## config.mk

```make
export PLATFORM = sky130hd
export DESIGN_NAME = stc_timer
export DESIGN_NICKNAME = d
export VERILOG_FILES = /design/src/verilog/stc_edge_sampler.v /design/src/verilog/stc_timer.v
export VERILOG_INCLUDE_DIRS = /design/src /design/src/verilog
export SDC_FILE = /design/constraint.sdc
export NUM_CORES = 1
export LEC_CHECK = 0
export BUFFER_PORTS_ARGS = -buffer_cell sky130_fd_sc_hd__clkbuf_2
export CAP_MARGIN = 20
export CORE_MARGIN = 10
export CORE_UTILIZATION = 45
export DETAILED_ROUTE_END_ITERATION = 7
export GPL_ROUTABILITY_DRIVEN = 1
export GPL_TIMING_DRIVEN = 0
export PLACE_DENSITY = 0.64
export REMOVE_ABC_BUFFERS = 1
export SKIP_LAST_GASP = 1
export SYNTH_ARGS = -nofsm -noshare
export SYNTH_HDL_FRONTEND = slang
export SYNTH_SLANG_ARGS = --single-unit
```

## constraint.sdc

```tcl
create_clock -name mclk -period 1.8 [get_ports mclk]
set_clock_uncertainty 0.1 [all_clocks]
set_input_delay 0.09 -clock mclk [delete_from_list [all_inputs] [get_ports mclk]]
set_output_delay 0.09 -clock mclk [all_outputs]
set_load 0.005 [all_outputs]
```

## src/verilog/stc_defs.vh

```
`ifndef STC_DEFS_VH
`define STC_DEFS_VH
// Overview of operation
// - Split mode holds timer one stopped
// - Split mode: two independent 8-bit timer zero bytes
// - High byte counts cycles, run/flag of timer one
// - Timer two: 16-bit up, pin edges or cycles
// - Overflow flag set unless serial clock selected
// - External flag set on trigger capture/reload
// - Both timer two flags share one interrupt
// - Receive clock source selects timer two overflow
// - Transmit clock source selects timer two overflow
// - Trigger enable gates trigger edges, not baud
// - Run bit starts and stops timer two
// - Capture/reload select, ignored in baud mode
// - Capture mode without trigger: plain 16-bit timer
// - Trigger fall captures timer into reload pair
// - Rollover sets flag and reloads from pair
// - Trigger fall forces early reload, sets flag
// - Either clock source bit selects baud mode
// - Input sampled per machine cycle, high-then-low

// Special function register addresses
`define STC_ADDR_T2CTRL 8'hc8
`define STC_ADDR_TCTRL 8'hd0
`define STC_ADDR_TMODE 8'hd1
`define STC_ADDR_T0LOW 8'hd2
`define STC_ADDR_T0HIGH 8'hd3
`define STC_ADDR_T2LOW 8'hd4
`define STC_ADDR_T2HIGH 8'hd5
`define STC_ADDR_CRLOW 8'hd6
`define STC_ADDR_CRHIGH 8'hd7

// Timer two control fields
`define STC_T2_OVF 7
`define STC_T2_EXF 6
`define STC_T2_RXSRC 5
`define STC_T2_TXSRC 4
`define STC_T2_EXEN 3
`define STC_T2_RUN 2
`define STC_T2_CT 1
`define STC_T2_CPRL 0

// Timer zero/one control fields
`define STC_TC_OVF1 7
`define STC_TC_RUN1 6
`define STC_TC_OVF0 5
`define STC_TC_RUN0 4

// Timer mode fields, timer zero half
`define STC_TM_GATE0 3
`define STC_TM_CT0 2
`define STC_TM_MODE0_HI 1
`define STC_TM_MODE0_LO 0
`define STC_TM_SPLIT 2'h3

// Reset values
`define STC_RST_BYTE 8'h00
`define STC_RST_WORD 16'h0000

// Oscillator clocks per machine cycle
`define STC_MC_DIV 12
`define STC_MC_CNT_W 4
`define STC_MC_LAST 4'hb
`endif

```

## src/verilog/stc_edge_sampler.v

```verilog
`timescale 1ns/1ps
module stc_edge_sampler
(
  mclk,
  reset_n,
  pinIn,
  sampleTick,
  pinLevel,
  fallEvent
);
  input wire mclk;
  input wire reset_n;
  input wire pinIn;
  input wire sampleTick;
  output wire pinLevel;
  output wire fallEvent;

  reg syncA_ff;
  reg syncB_ff;
  reg smpNow_ff;
  reg fall_ff;

  // Two-stage synchroniser; first stage feeds only the second
  always @(posedge mclk)
  begin
    if (!reset_n)
    begin
      syncA_ff <= 1'b1;
      syncB_ff <= 1'b1;
    end
    else
    begin
      syncA_ff <= pinIn;
      syncB_ff <= syncA_ff;
    end
  end

  // One sample per machine cycle, fall on high then low
  always @(posedge mclk)
  begin
    if (!reset_n)
    begin
      smpNow_ff <= 1'b1;
      fall_ff <= 1'b0;
    end
    else
    begin
      fall_ff <= sampleTick & smpNow_ff & ~syncB_ff;
      if (sampleTick)
        smpNow_ff <= syncB_ff;
    end
  end

  assign pinLevel = syncB_ff;
  assign fallEvent = fall_ff;
endmodule

```

## src/verilog/stc_timer.v

```verilog
`timescale 1ns/1ps
`include "stc_defs.vh"
module stc_timer
(
  mclk,
  reset_n,
  sfrAddr,
  sfrWrData,
  sfrWrEn,
  sfrRdEn,
  sfrRdData,
  timerZeroPin,
  external_gate_input_zero,
  timerTwoPin,
  trigger_input_pin,
  timerOneOverflowIn,
  timerOneRunEff,
  irqTimerZero,
  irqTimerOne,
  irqTimerTwo,
  timerTwoOverflow,
  rxBaudTick,
  txBaudTick
);
  input wire mclk;
  input wire reset_n;
  input wire [7:0] sfrAddr;
  input wire [7:0] sfrWrData;
  input wire sfrWrEn;
  input wire sfrRdEn;
  output wire [7:0] sfrRdData;
  input wire timerZeroPin;
  input wire external_gate_input_zero;
  input wire timerTwoPin;
  input wire trigger_input_pin;
  input wire timerOneOverflowIn;
  output wire timerOneRunEff;
  output wire irqTimerZero;
  output wire irqTimerOne;
  output wire irqTimerTwo;
  output wire timerTwoOverflow;
  output wire rxBaudTick;
  output wire txBaudTick;

  localparam [`STC_MC_CNT_W-1:0] MC_LAST = `STC_MC_LAST;
  localparam PIN_T0 = 0;
  localparam PIN_GATE0 = 1;
  localparam PIN_T2 = 2;
  localparam PIN_TRIG = 3;

  reg [`STC_MC_CNT_W-1:0] mcCnt_ff;
  reg mcTick_ff;
  reg [7:0] second_timer_control_ff;
  reg [7:0] tCtrl_ff;
  reg [3:0] tMode_ff;
  reg [7:0] timer_zero_low_byte_ff;
  reg [7:0] timer_zero_high_byte_ff;
  reg [7:0] timer_two_low_byte_ff;
  reg [7:0] timer_two_high_byte_ff;
  reg [7:0] capture_reload_low_ff;
  reg [7:0] capture_reload_high_ff;
  reg [7:0] rdData_ff;
  reg t1RunEff_ff;
  reg irq0_ff;
  reg irq1_ff;
  reg irq2_ff;
  reg t2Ovf_ff;
  reg rxTick_ff;
  reg txTick_ff;

  reg [7:0] nxt_t2Ctrl;
  reg [7:0] nxt_tCtrl;
  reg [7:0] nxt_t0Low;
  reg [7:0] nxt_t0High;
  reg [7:0] nxt_t2Low;
  reg [7:0] nxt_t2High;
  reg [7:0] nxt_crLow;
  reg [7:0] nxt_crHigh;
  reg [7:0] nxt_rdData;

  wire [3:0] pinVec;
  wire [3:0] pinLevel;
  wire [3:0] pinFall;

  // Machine cycle strobe, one clock in twelve
  always @(posedge mclk)
  begin
    if (!reset_n)
    begin
      mcCnt_ff <= {`STC_MC_CNT_W{1'b0}};
      mcTick_ff <= 1'b0;
    end
    else
    begin
      mcTick_ff <= (mcCnt_ff == MC_LAST);
      if (mcCnt_ff == MC_LAST)
        mcCnt_ff <= {`STC_MC_CNT_W{1'b0}};
      else
        mcCnt_ff <= mcCnt_ff + 1'b1;
    end
  end

  // Pin samplers, one per external input
  assign pinVec = {trigger_input_pin, timerTwoPin, external_gate_input_zero, timerZeroPin};

  genvar gi;
  generate
    for (gi = 0; gi < 4; gi = gi + 1)
    begin : gSampler
      stc_edge_sampler uSampler
      (
        .mclk(mclk),
        .reset_n(reset_n),
        .pinIn(pinVec[gi]),
        .sampleTick(mcTick_ff),
        .pinLevel(pinLevel[gi]),
        .fallEvent(pinFall[gi])
      );
    end
  endgenerate

  // Decoded control bits
  wire t2OvfFlag = second_timer_control_ff[`STC_T2_OVF];
  wire rxSrcSel = second_timer_control_ff[`STC_T2_RXSRC];
  wire txSrcSel = second_timer_control_ff[`STC_T2_TXSRC];
  wire trigEnable = second_timer_control_ff[`STC_T2_EXEN];
  wire t2RunBit = second_timer_control_ff[`STC_T2_RUN];
  wire t2CountSel = second_timer_control_ff[`STC_T2_CT];
  wire captureSel = second_timer_control_ff[`STC_T2_CPRL];
  wire baudMode = t2RunBit & (rxSrcSel | txSrcSel);
  wire captureMode = t2RunBit & ~baudMode & captureSel;
  wire reloadMode = t2RunBit & ~baudMode & ~captureSel;

  // Timer two counting and overflow
  wire t2Tick = t2RunBit & (t2CountSel ? pinFall[PIN_T2] : mcTick_ff);
  wire [15:0] t2Count = {timer_two_high_byte_ff, timer_two_low_byte_ff};
  wire t2Roll = t2Tick & (t2Count == 16'hffff);
  // Trigger ignored while clocking the serial port or stopped
  wire trigEvt = pinFall[PIN_TRIG] & trigEnable & t2RunBit & ~baudMode;
  wire doCapture = trigEvt & captureMode;
  wire doReload = (t2Roll & ~captureMode) | (trigEvt & reloadMode);

  // Timer zero split mode
  wire splitMode = (tMode_ff[`STC_TM_MODE0_HI:`STC_TM_MODE0_LO] == `STC_TM_SPLIT);
  wire t0RunBit = tCtrl_ff[`STC_TC_RUN0];
  wire t1RunBit = tCtrl_ff[`STC_TC_RUN1];
  wire gateSel = tMode_ff[`STC_TM_GATE0];
  wire t0Run = t0RunBit & (~gateSel | pinLevel[PIN_GATE0]);
  wire t0LowTick = splitMode & t0Run &
    (tMode_ff[`STC_TM_CT0] ? pinFall[PIN_T0] : mcTick_ff);
  wire t0HighTick = splitMode & t1RunBit & mcTick_ff;
  wire t0LowRoll = t0LowTick & (timer_zero_low_byte_ff == 8'hff);
  wire t0HighRoll = t0HighTick & (timer_zero_high_byte_ff == 8'hff);

  wire wrT2Ctrl = sfrWrEn & (sfrAddr == `STC_ADDR_T2CTRL);
  wire wrTCtrl = sfrWrEn & (sfrAddr == `STC_ADDR_TCTRL);
  wire wrTMode = sfrWrEn & (sfrAddr == `STC_ADDR_TMODE);

  // Timer two control; hardware set beats software clear
  always @*
  begin
    nxt_t2Ctrl = second_timer_control_ff;
    if (wrT2Ctrl)
      nxt_t2Ctrl = sfrWrData;
    if (t2Roll & ~(rxSrcSel | txSrcSel))
      nxt_t2Ctrl[`STC_T2_OVF] = 1'b1;
    if (doCapture | (trigEvt & reloadMode))
      nxt_t2Ctrl[`STC_T2_EXF] = 1'b1;
  end

  // Timer zero/one control; low and high byte overflows set flags
  always @*
  begin
    nxt_tCtrl = tCtrl_ff;
    if (wrTCtrl)
      nxt_tCtrl = {sfrWrData[7:4], 4'h0};
    if (t0LowRoll)
      nxt_tCtrl[`STC_TC_OVF0] = 1'b1;
    if (t0HighRoll)
      nxt_tCtrl[`STC_TC_OVF1] = 1'b1;
  end

  // Timer zero bytes; a software write takes precedence over counting
  always @*
  begin
    nxt_t0Low = timer_zero_low_byte_ff;
    nxt_t0High = timer_zero_high_byte_ff;
    if (t0LowTick)
      nxt_t0Low = timer_zero_low_byte_ff + 8'h01;
    if (t0HighTick)
      nxt_t0High = timer_zero_high_byte_ff + 8'h01;
    if (sfrWrEn & (sfrAddr == `STC_ADDR_T0LOW))
      nxt_t0Low = sfrWrData;
    if (sfrWrEn & (sfrAddr == `STC_ADDR_T0HIGH))
      nxt_t0High = sfrWrData;
  end

  // Timer two count, reload and capture
  always @*
  begin
    nxt_t2Low = timer_two_low_byte_ff;
    nxt_t2High = timer_two_high_byte_ff;
    nxt_crLow = capture_reload_low_ff;
    nxt_crHigh = capture_reload_high_ff;
    if (t2Tick)
      {nxt_t2High, nxt_t2Low} = t2Count + 16'h0001;
    if (doReload)
    begin
      nxt_t2Low = capture_reload_low_ff;
      nxt_t2High = capture_reload_high_ff;
    end
    if (doCapture)
    begin
      nxt_crLow = timer_two_low_byte_ff;
      nxt_crHigh = timer_two_high_byte_ff;
    end
    if (sfrWrEn & (sfrAddr == `STC_ADDR_T2LOW))
      nxt_t2Low = sfrWrData;
    if (sfrWrEn & (sfrAddr == `STC_ADDR_T2HIGH))
      nxt_t2High = sfrWrData;
    if (sfrWrEn & (sfrAddr == `STC_ADDR_CRLOW))
      nxt_crLow = sfrWrData;
    if (sfrWrEn & (sfrAddr == `STC_ADDR_CRHIGH))
      nxt_crHigh = sfrWrData;
  end

  // Read mux; unmapped addresses read zero
  always @*
  begin
    nxt_rdData = rdData_ff;
    if (sfrRdEn)
    begin
      case (sfrAddr)
        `STC_ADDR_T2CTRL: nxt_rdData = second_timer_control_ff;
        `STC_ADDR_TCTRL: nxt_rdData = tCtrl_ff;
        `STC_ADDR_TMODE: nxt_rdData = {4'h0, tMode_ff};
        `STC_ADDR_T0LOW: nxt_rdData = timer_zero_low_byte_ff;
        `STC_ADDR_T0HIGH: nxt_rdData = timer_zero_high_byte_ff;
        `STC_ADDR_T2LOW: nxt_rdData = timer_two_low_byte_ff;
        `STC_ADDR_T2HIGH: nxt_rdData = timer_two_high_byte_ff;
        `STC_ADDR_CRLOW: nxt_rdData = capture_reload_low_ff;
        `STC_ADDR_CRHIGH: nxt_rdData = capture_reload_high_ff;
        default: nxt_rdData = 8'h00;
      endcase
    end
  end

  // Register state
  always @(posedge mclk)
  begin
    if (!reset_n)
    begin
      second_timer_control_ff <= `STC_RST_BYTE;
      tCtrl_ff <= `STC_RST_BYTE;
      tMode_ff <= 4'h0;
      timer_zero_low_byte_ff <= `STC_RST_BYTE;
      timer_zero_high_byte_ff <= `STC_RST_BYTE;
      timer_two_low_byte_ff <= `STC_RST_BYTE;
      timer_two_high_byte_ff <= `STC_RST_BYTE;
      capture_reload_low_ff <= `STC_RST_BYTE;
      capture_reload_high_ff <= `STC_RST_BYTE;
      rdData_ff <= `STC_RST_BYTE;
    end
    else
    begin
      second_timer_control_ff <= nxt_t2Ctrl;
      tCtrl_ff <= nxt_tCtrl;
      if (wrTMode)
        tMode_ff <= sfrWrData[3:0];
      timer_zero_low_byte_ff <= nxt_t0Low;
      timer_zero_high_byte_ff <= nxt_t0High;
      timer_two_low_byte_ff <= nxt_t2Low;
      timer_two_high_byte_ff <= nxt_t2High;
      capture_reload_low_ff <= nxt_crLow;
      capture_reload_high_ff <= nxt_crHigh;
      rdData_ff <= nxt_rdData;
    end
  end

  // Registered outputs; interrupts follow the flags by one clock
  always @(posedge mclk)
  begin
    if (!reset_n)
    begin
      t1RunEff_ff <= 1'b0;
      irq0_ff <= 1'b0;
      irq1_ff <= 1'b0;
      irq2_ff <= 1'b0;
      t2Ovf_ff <= 1'b0;
      rxTick_ff <= 1'b0;
      txTick_ff <= 1'b0;
    end
    else
    begin
      t1RunEff_ff <= t1RunBit & ~splitMode;
      irq0_ff <= tCtrl_ff[`STC_TC_OVF0];
      irq1_ff <= tCtrl_ff[`STC_TC_OVF1];
      irq2_ff <= t2OvfFlag | second_timer_control_ff[`STC_T2_EXF];
      t2Ovf_ff <= t2Roll;
      rxTick_ff <= rxSrcSel ? t2Roll : timerOneOverflowIn;
      txTick_ff <= txSrcSel ? t2Roll : timerOneOverflowIn;
    end
  end

  assign sfrRdData = rdData_ff;
  assign timerOneRunEff = t1RunEff_ff;
  assign irqTimerZero = irq0_ff;
  assign irqTimerOne = irq1_ff;
  assign irqTimerTwo = irq2_ff;
  assign timerTwoOverflow = t2Ovf_ff;
  assign rxBaudTick = rxTick_ff;
  assign txBaudTick = txTick_ff;
endmodule
```

==> flow_metrics.env, run 1 <==
export IMPL_coreArea_sq_um=10900
export IMPL_busiest_layer="met2"
export IMPL_synthTopCellsByCount="98 x dfxtp_1, 67 x nor2_1, 59 x nand2_1, 42 x mux2i_1"
export IMPL_holdWs_ns=0.0226
export IMPL_synthArstFlopShare_pct=0
export IMPL_yosys_warnings=0
export IMPL_power_clock_fraction_pct=37.6
export IMPL_io_pins=40
export IMPL_clkLatencyLatePin_ns=0.38
export IMPL_setup_tns_ns=-0.871
export IMPL_synthDistinctLibCells=63
export IMPL_pwr_share_seq_pct=56.0
export IMPL_fin_cells=784
export IMPL_cp_cell_sequence="nand4_1 -> a31o_2 -> o31a_4 -> nand3_4 -> nor3_2 -> or3_1"
export IMPL_critPathKind="flop to flop"
export IMPL_leakagePower_nw=2.32
export IMPL_firstDrtPassIters=5
export IMPL_synth_top_family_by_area="simple AND/OR/NAND/NOR gates"
export IMPL_slew_viol_final=0
export IMPL_viasPerCell=5.92
export IMPL_met3_usage_pct=4.39
export IMPL_post_dp_hpwl_um=10000
export IMPL_synthTopCellsByArea="dfxtp_1 39%, mux2i_1 8.4%, nor2_1 5.0%"
export IMPL_crit_family="compound AO/OA/AOI/OAI gates"
export IMPL_synth_compound_area_share_pct=16.6
export IMPL_drc=0
export IMPL_ys_seq_area_share_pct=39.1
export IMPL_numPlacedInstances=722
export IMPL_slew_headroom_pct=59.3
export IMPL_grt_pass1_wl_um=24200
export IMPL_layout_min_cycle_time_ns=1.94
export IMPL_holdCritPathClass="primary input to flop"
export IMPL_synthSimpleGateAreaFrac_pct=24.0
export IMPL_path_clk_slew_ns=0.10
export IMPL_root_buffer="clkbuf_8"
export IMPL_synth_xor_area_share_pct=4.89
export IMPL_regArea_sq_um=2020
export IMPL_rrSetupSlack_ns=-0.14
export IMPL_multi_input_area_sq_um=3020
export IMPL_final_cell_area_sq_um=6040
export IMPL_tightest_slew_ns=0.611
export IMPL_clock_sinks=98
export IMPL_p_sw_mw=0.993
export IMPL_synth_seq_cells=98
export IMPL_fmax_mhz=516
export IMPL_start_util_pct=46.1
export IMPL_die_area_sq_um=15800
export IMPL_syn_area_per_cell_sq_um=8.64
export IMPL_period_share_pct=108
export IMPL_slowest_delay_ns=0.40
export IMPL_fp_row_count=38
export IMPL_die_w_um=126
export IMPL_cp_num_buf_inv=0
export IMPL_crit_slowest_cell="o31a_4"
export IMPL_io_buffers=39
export IMPL_ir_drop_v=0.000351
export IMPL_synth_mux_area_share_pct=10.4
export IMPL_fin_util_pct=55.4
export IMPL_grt_max_degree=54
export IMPL_antenna_found_initial=0
export IMPL_setup_viol=16
export IMPL_cts_max_path_buffers=2
export IMPL_power_density_nw_per_um2=643
export IMPL_ant_nets=0
export IMPL_p_int_mw=2.89
export IMPL_wl_per_cell_um=19.6
export IMPL_place_congestion=0.897
export IMPL_grt_use_met1_pct=25.7
export IMPL_drive_gt1_share_pct=25.2
export IMPL_track_usage_pct=18.8
export IMPL_netlist_top_cell_by_area="dfxtp_1"
export IMPL_cp_arrival_ns=2.11
export IMPL_yosysTopAreaCellShare_pct=39.1
export IMPL_required_ns=1.97
export IMPL_drt_iter0_markers=558
export IMPL_end_kind="flop"
export IMPL_hold_viol_final=0
export IMPL_synth_fa_ha_area_share_pct=0.997
export IMPL_synthToLayoutAreaGrowth_pct=20.3
export IMPL_synth_ff_type="dfxtp_1"
export IMPL_cts_tree="built"
export IMPL_violations="setup timing"
export IMPL_wl_um=15400
export IMPL_cts_inserted_buffers=9
export IMPL_htree_levels=3
export IMPL_overflow=0
export IMPL_fin_nets=668
export IMPL_num_vias=4641
export IMPL_num_antenna_cells=0
export IMPL_dpl_cell_area_sq_um=5220
export IMPL_power_switching_share_pct=25.6
export IMPL_drv_cap=0
export IMPL_startpoint_type="flop"
export IMPL_die_h_um=126
export IMPL_grt_pass1_vias=4259
export IMPL_synth_edf_count=0
export IMPL_gr_usage_met2_pct=28.1
export IMPL_syn_area_sq_um=5020
export IMPL_grt_setup_unrepaired="true"
export IMPL_yosysMostFrequentCell="dfxtp_1"
export IMPL_combPwrFrac_pct=6.4
export IMPL_worst_slack_ns=-0.136
export IMPL_outcome="finished with violations"
export IMPL_fillers=973
export IMPL_worst_path_max_fanout=4
export IMPL_syn_inst=581
==> final cells by class <==
cell class	instances	area share, %
tap	140	2.90
multi-input combinational	438	50.1
timing repair buffer	86	9.89
clock buffer	10	2.11
clock inverter	6	1.10
sequential	98	33.5
inverter	6	0.415
==> layout by cell type (no fill, tap or decap), types with 9 or more instances in the layout <==
cell,netlist,layout
o21ai_0,19,18
a21oi_1,22,20
dfxtp_1,98,79
xor2_1,14,14
clkbuf_8,0,9
nor2_1,67,63
clkbuf_2,0,35
mux2i_1,42,42
nand4_1,10,10
nand3_1,31,28
buf_4,4,34
dfxtp_4,0,14
a211oi_1,31,31
nand2_1,59,57
xnor2_1,14,14
==> flip-flops by register name, indices dropped and copies added, names as in the netlist, 8 cells and up <==
signal,cells
timer_two_high_byte_ff,8
timer_zero_low_byte_ff,8
second_timer_control_ff,8
timer_zero_high_byte_ff,8
capture_reload_high_ff,8
timer_two_low_byte_ff,8
sfrRdData,8
capture_reload_low_ff,8
==> power groups by stage <==
stage	sequential [mW]	clock, mW	combinational [mW]
floorplan	2.24	0	0.0853
global placement	2.25	0	0.214
CTS	2.18	1.48	0.237
global route	2.18	1.58	0.270
finish	2.18	1.46	0.247
detailed placement	2.25	0	0.219
==> cell families (layout without fill, tap and decap cells) <==
logic type | Yosys count | count (layout)
flops | 98 | 98
xor+xnor | 28 | 28
simple gates | 235 | 235
buf+inv | 45 | 108
fa+ha+maj | 4 | 4
compound gates | 121 | 121
mux | 50 | 50
==> layer usage <==
| metal | vias up | part of all wire [%] |
|---|---|---|
| met1 | 2223 | 46 |
| met2 | 161 | 45 |
| met5 | - | 0 |
| met4 | 0 | 2.2 |
| met3 | 27 | 7.4 |
| li1 | 2230 | - |
==> worst reg2reg max path, stage by stage, from the launching register on <==
cell and delay, ns:
dfxtp_4 0.36, nand4_1 0.20, a31o_2 0.31, o31a_4 0.40, nand3_4 0.11, nor3_2 0.05
or3_1 0.29
==> metrics by stage <==
stage / power [mW] / setup WS, ns
6_report: 3.88 / -0.136
5_1_grt: 4.03 / -0.171
4_1_cts: 3.90 / -0.0727
3_5_place_dp: 2.47 / -0.827
3_3_place_gp: 2.46 / -0.855
2_1_floorplan: 2.33 / -0.253
==> what timing repair did <==
item | CTS | global route
gates resized for setup | 55 | 31
hold buffers | 7 | 0
pin swaps | 8 | 16
setup buffers | 15 | 23
cloned | 0 | 1
setup endpoints to repair | 62 | 51
endpoints found under the hold margin | 8 | 0
==> path summary, 6_finish.rpt <==
kind,startpoint,end,depth (start not counted)
max,timer_two_low_byte_ff[7]$_SDFFE_PN0P_,timer_two_low_byte_ff[7]$_SDFFE_PN0P_,6
min,sfrWrData[5],second_timer_control_ff[5]$_SDFFE_PN0P_,3
max reg2reg,timer_two_low_byte_ff[7]$_SDFFE_PN0P_,timer_two_low_byte_ff[7]$_SDFFE_PN0P_,6
min reg2reg,gSampler[0].uSampler.syncA_ff$_SDFF_PN1_,gSampler[0].uSampler.pinLevel$_SDFF_PN1_,1
(Power assumes the default switching activity.)
==> inputs of run 2 (changes only) <==
Settings changed: CORE_UTILIZATION 45 to 50, PLACE_DENSITY 0.64 to 0.7.
==> flow_metrics.env, run 2 (synthesized netlist as in run 1, its figures left out) <==
export IMPL_min_from="sfrWrData[3]"
export IMPL_cts_tree="built"
export IMPL_viasPerCell=6.01
export IMPL_hold_path_end="second_timer_control_ff[3]$_SDFFE_PN0P_"
export IMPL_firstDrtPassIters=5
export IMPL_holdPathStages=3
export IMPL_slew_viol_final=0
export IMPL_place_congestion=0.927
export IMPL_finalPower_mw=3.91
export IMPL_drc=0
export IMPL_grt_setup_unrepaired="true"
export IMPL_synthToLayoutAreaGrowth_pct=22.6
export IMPL_htree_levels=3
export IMPL_final_cell_mix="76 x dfxtp_1, 61 x nor2_1, 56 x nand2_1, 42 x mux2i_1, 42 x buf_4"
export IMPL_cp_arrival_ns=2.08
export IMPL_layout_min_cycle_time_ns=1.90
export IMPL_ant_nets=0
export IMPL_root_buffer="clkbuf_8"
export IMPL_startpoint_type="flop"
export IMPL_final_common_cell="dfxtp_1"
export IMPL_coreArea_sq_um=9770
export IMPL_power_density_nw_per_um2=636
export IMPL_worst_path_max_fanout=6
export IMPL_fp_row_count=36
export IMPL_critPathKind="flop to flop"
export IMPL_io_pins=40
export IMPL_antenna_found_initial=0
export IMPL_period_share_pct=105
export IMPL_ir_drop_v=0.000360
export IMPL_path_clk_slew_ns=0.10
export IMPL_outcome="finished with violations"
export IMPL_violations="setup timing"
export IMPL_overflow=0
export IMPL_die_area_sq_um=14400
export IMPL_drive_gt1_share_pct=27.6
export IMPL_cts_inserted_buffers=9
export IMPL_clkLatencyLatePin_ns=0.39
export IMPL_num_antenna_cells=0
export IMPL_rrSetupSlack_ns=-0.1
export IMPL_clock_sinks=98
export IMPL_holdWs_ns=0.0262
export IMPL_timing_rr_start="timer_two_high_byte_ff[1]$_SDFFE_PN0P_"
export IMPL_tightest_slew_ns=0.706
export IMPL_setup_viol=9
export IMPL_post_dp_hpwl_um=9680
export IMPL_holdCritPathClass="primary input to flop"
export IMPL_drt_iter0_markers=516
export IMPL_fmax_mhz=527
export IMPL_worst_slack_ns=-0.0988
export IMPL_slew_headroom_pct=52.8
export IMPL_fin_nets=676
export IMPL_grt_max_degree=54
export IMPL_worst_r2r_path_depth=6
export IMPL_required_ns=1.98
export IMPL_leakagePower_nw=2.44
export IMPL_end_kind="flop"
export IMPL_wl_um=15200
export IMPL_grt_pass1_vias=4424
export IMPL_start_util_pct=51.3
export IMPL_io_buffers=39
export IMPL_cts_max_path_buffers=2
export IMPL_track_usage_pct=20.6
export IMPL_die_h_um=120
export IMPL_wl_per_cell_um=19.4
export IMPL_die_w_um=120
export IMPL_r2r_end="timer_two_low_byte_ff[7]$_SDFFE_PN0P_"
export IMPL_grt_pass1_wl_um=23800
export IMPL_num_vias=4720
export IMPL_drv_cap=0
export IMPL_hold_viol_final=0
[run 2: through the flow]
stage	setup TNS [ns]	util [%]	instance area [sq um]	setup slack, ns	cells
floorplan	-4.88	-	4840	-0.253	542
global placement	-36.84	53.2	5200	-0.826	714
detailed placement	-36.38	53.3	5210	-0.821	715
CTS	-0.176	59.5	5820	-0.0895	762
global route	-1.31	62.9	6150	-0.157	785
finish	-0.289	62.9	6150	-0.0988	785
[run 2: layer usage]
layer,global-route usage (%),up-vias,share of wire (%)
li1,-,2237,-
met1,27.0,2231,44
met2,31.1,224,44
met3,4.79,28,8.9
met4,10.9,0,3.4
met5,0,-,0
[run 2: area by class of cell]
| cell class | count | area (sq um) |
|---|---|---|
| Tap cell | 133 | 166 |
| Clock inverter | 6 | 65.1 |
| Timing Repair Buffer | 94 | 657 |
| Inverter | 6 | 25.0 |
| Clock buffer | 10 | 138 |
| Fill cell | 805 | 3620 |
| Multi-Input combinational cell | 438 | 3080 |
| Sequential cell | 98 | 2020 |
[run 2: how the worst max path moves through the flow]
stage	start	endpoint	slack (ns)
after floorplan	timer_two_low_byte_ff[0]$_SDFFE_PN0P_	timer_two_high_byte_ff[5]$_SDFFE_PN0P_	-0.25
after global placement	mcTick_ff$_SDFF_PN0_	timer_two_high_byte_ff[5]$_SDFFE_PN0P_	-0.83
after detailed placement	mcTick_ff$_SDFF_PN0_	timer_two_high_byte_ff[5]$_SDFFE_PN0P_	-0.82
after CTS	timer_two_high_byte_ff[7]$_SDFFE_PN0P_	timer_two_low_byte_ff[7]$_SDFFE_PN0P_	-0.09
after global routing	timer_two_low_byte_ff[6]$_SDFFE_PN0P_	timer_two_low_byte_ff[7]$_SDFFE_PN0P_	-0.16
final	timer_two_high_byte_ff[1]$_SDFFE_PN0P_	timer_two_low_byte_ff[7]$_SDFFE_PN0P_	-0.1
[run 2: critical path, stage by stage, from the launching register on]
cell and delay, ns:
dfxtp_4 0.40, and4_4 0.24, nand3_4 0.14, o31a_4 0.41
nand3_4 0.12, nor3_1 0.06, or3_1 0.34
[run 2: report_power, final]
part | internal (mW) | switching (mW)
sequential | 2.16 | 0.0102
combinational | 0.0751 | 0.167
clock | 0.683 | 0.815
total | 2.92 | 0.992
[run 2: timing repair]
action	in CTS	in global routing
buffers inserted	24	25
endpoints found under the setup margin	61	62
hold buffers	7	0
gates resized for setup	54	46
pin swaps	7	23
hold endpoints to repair	10	0
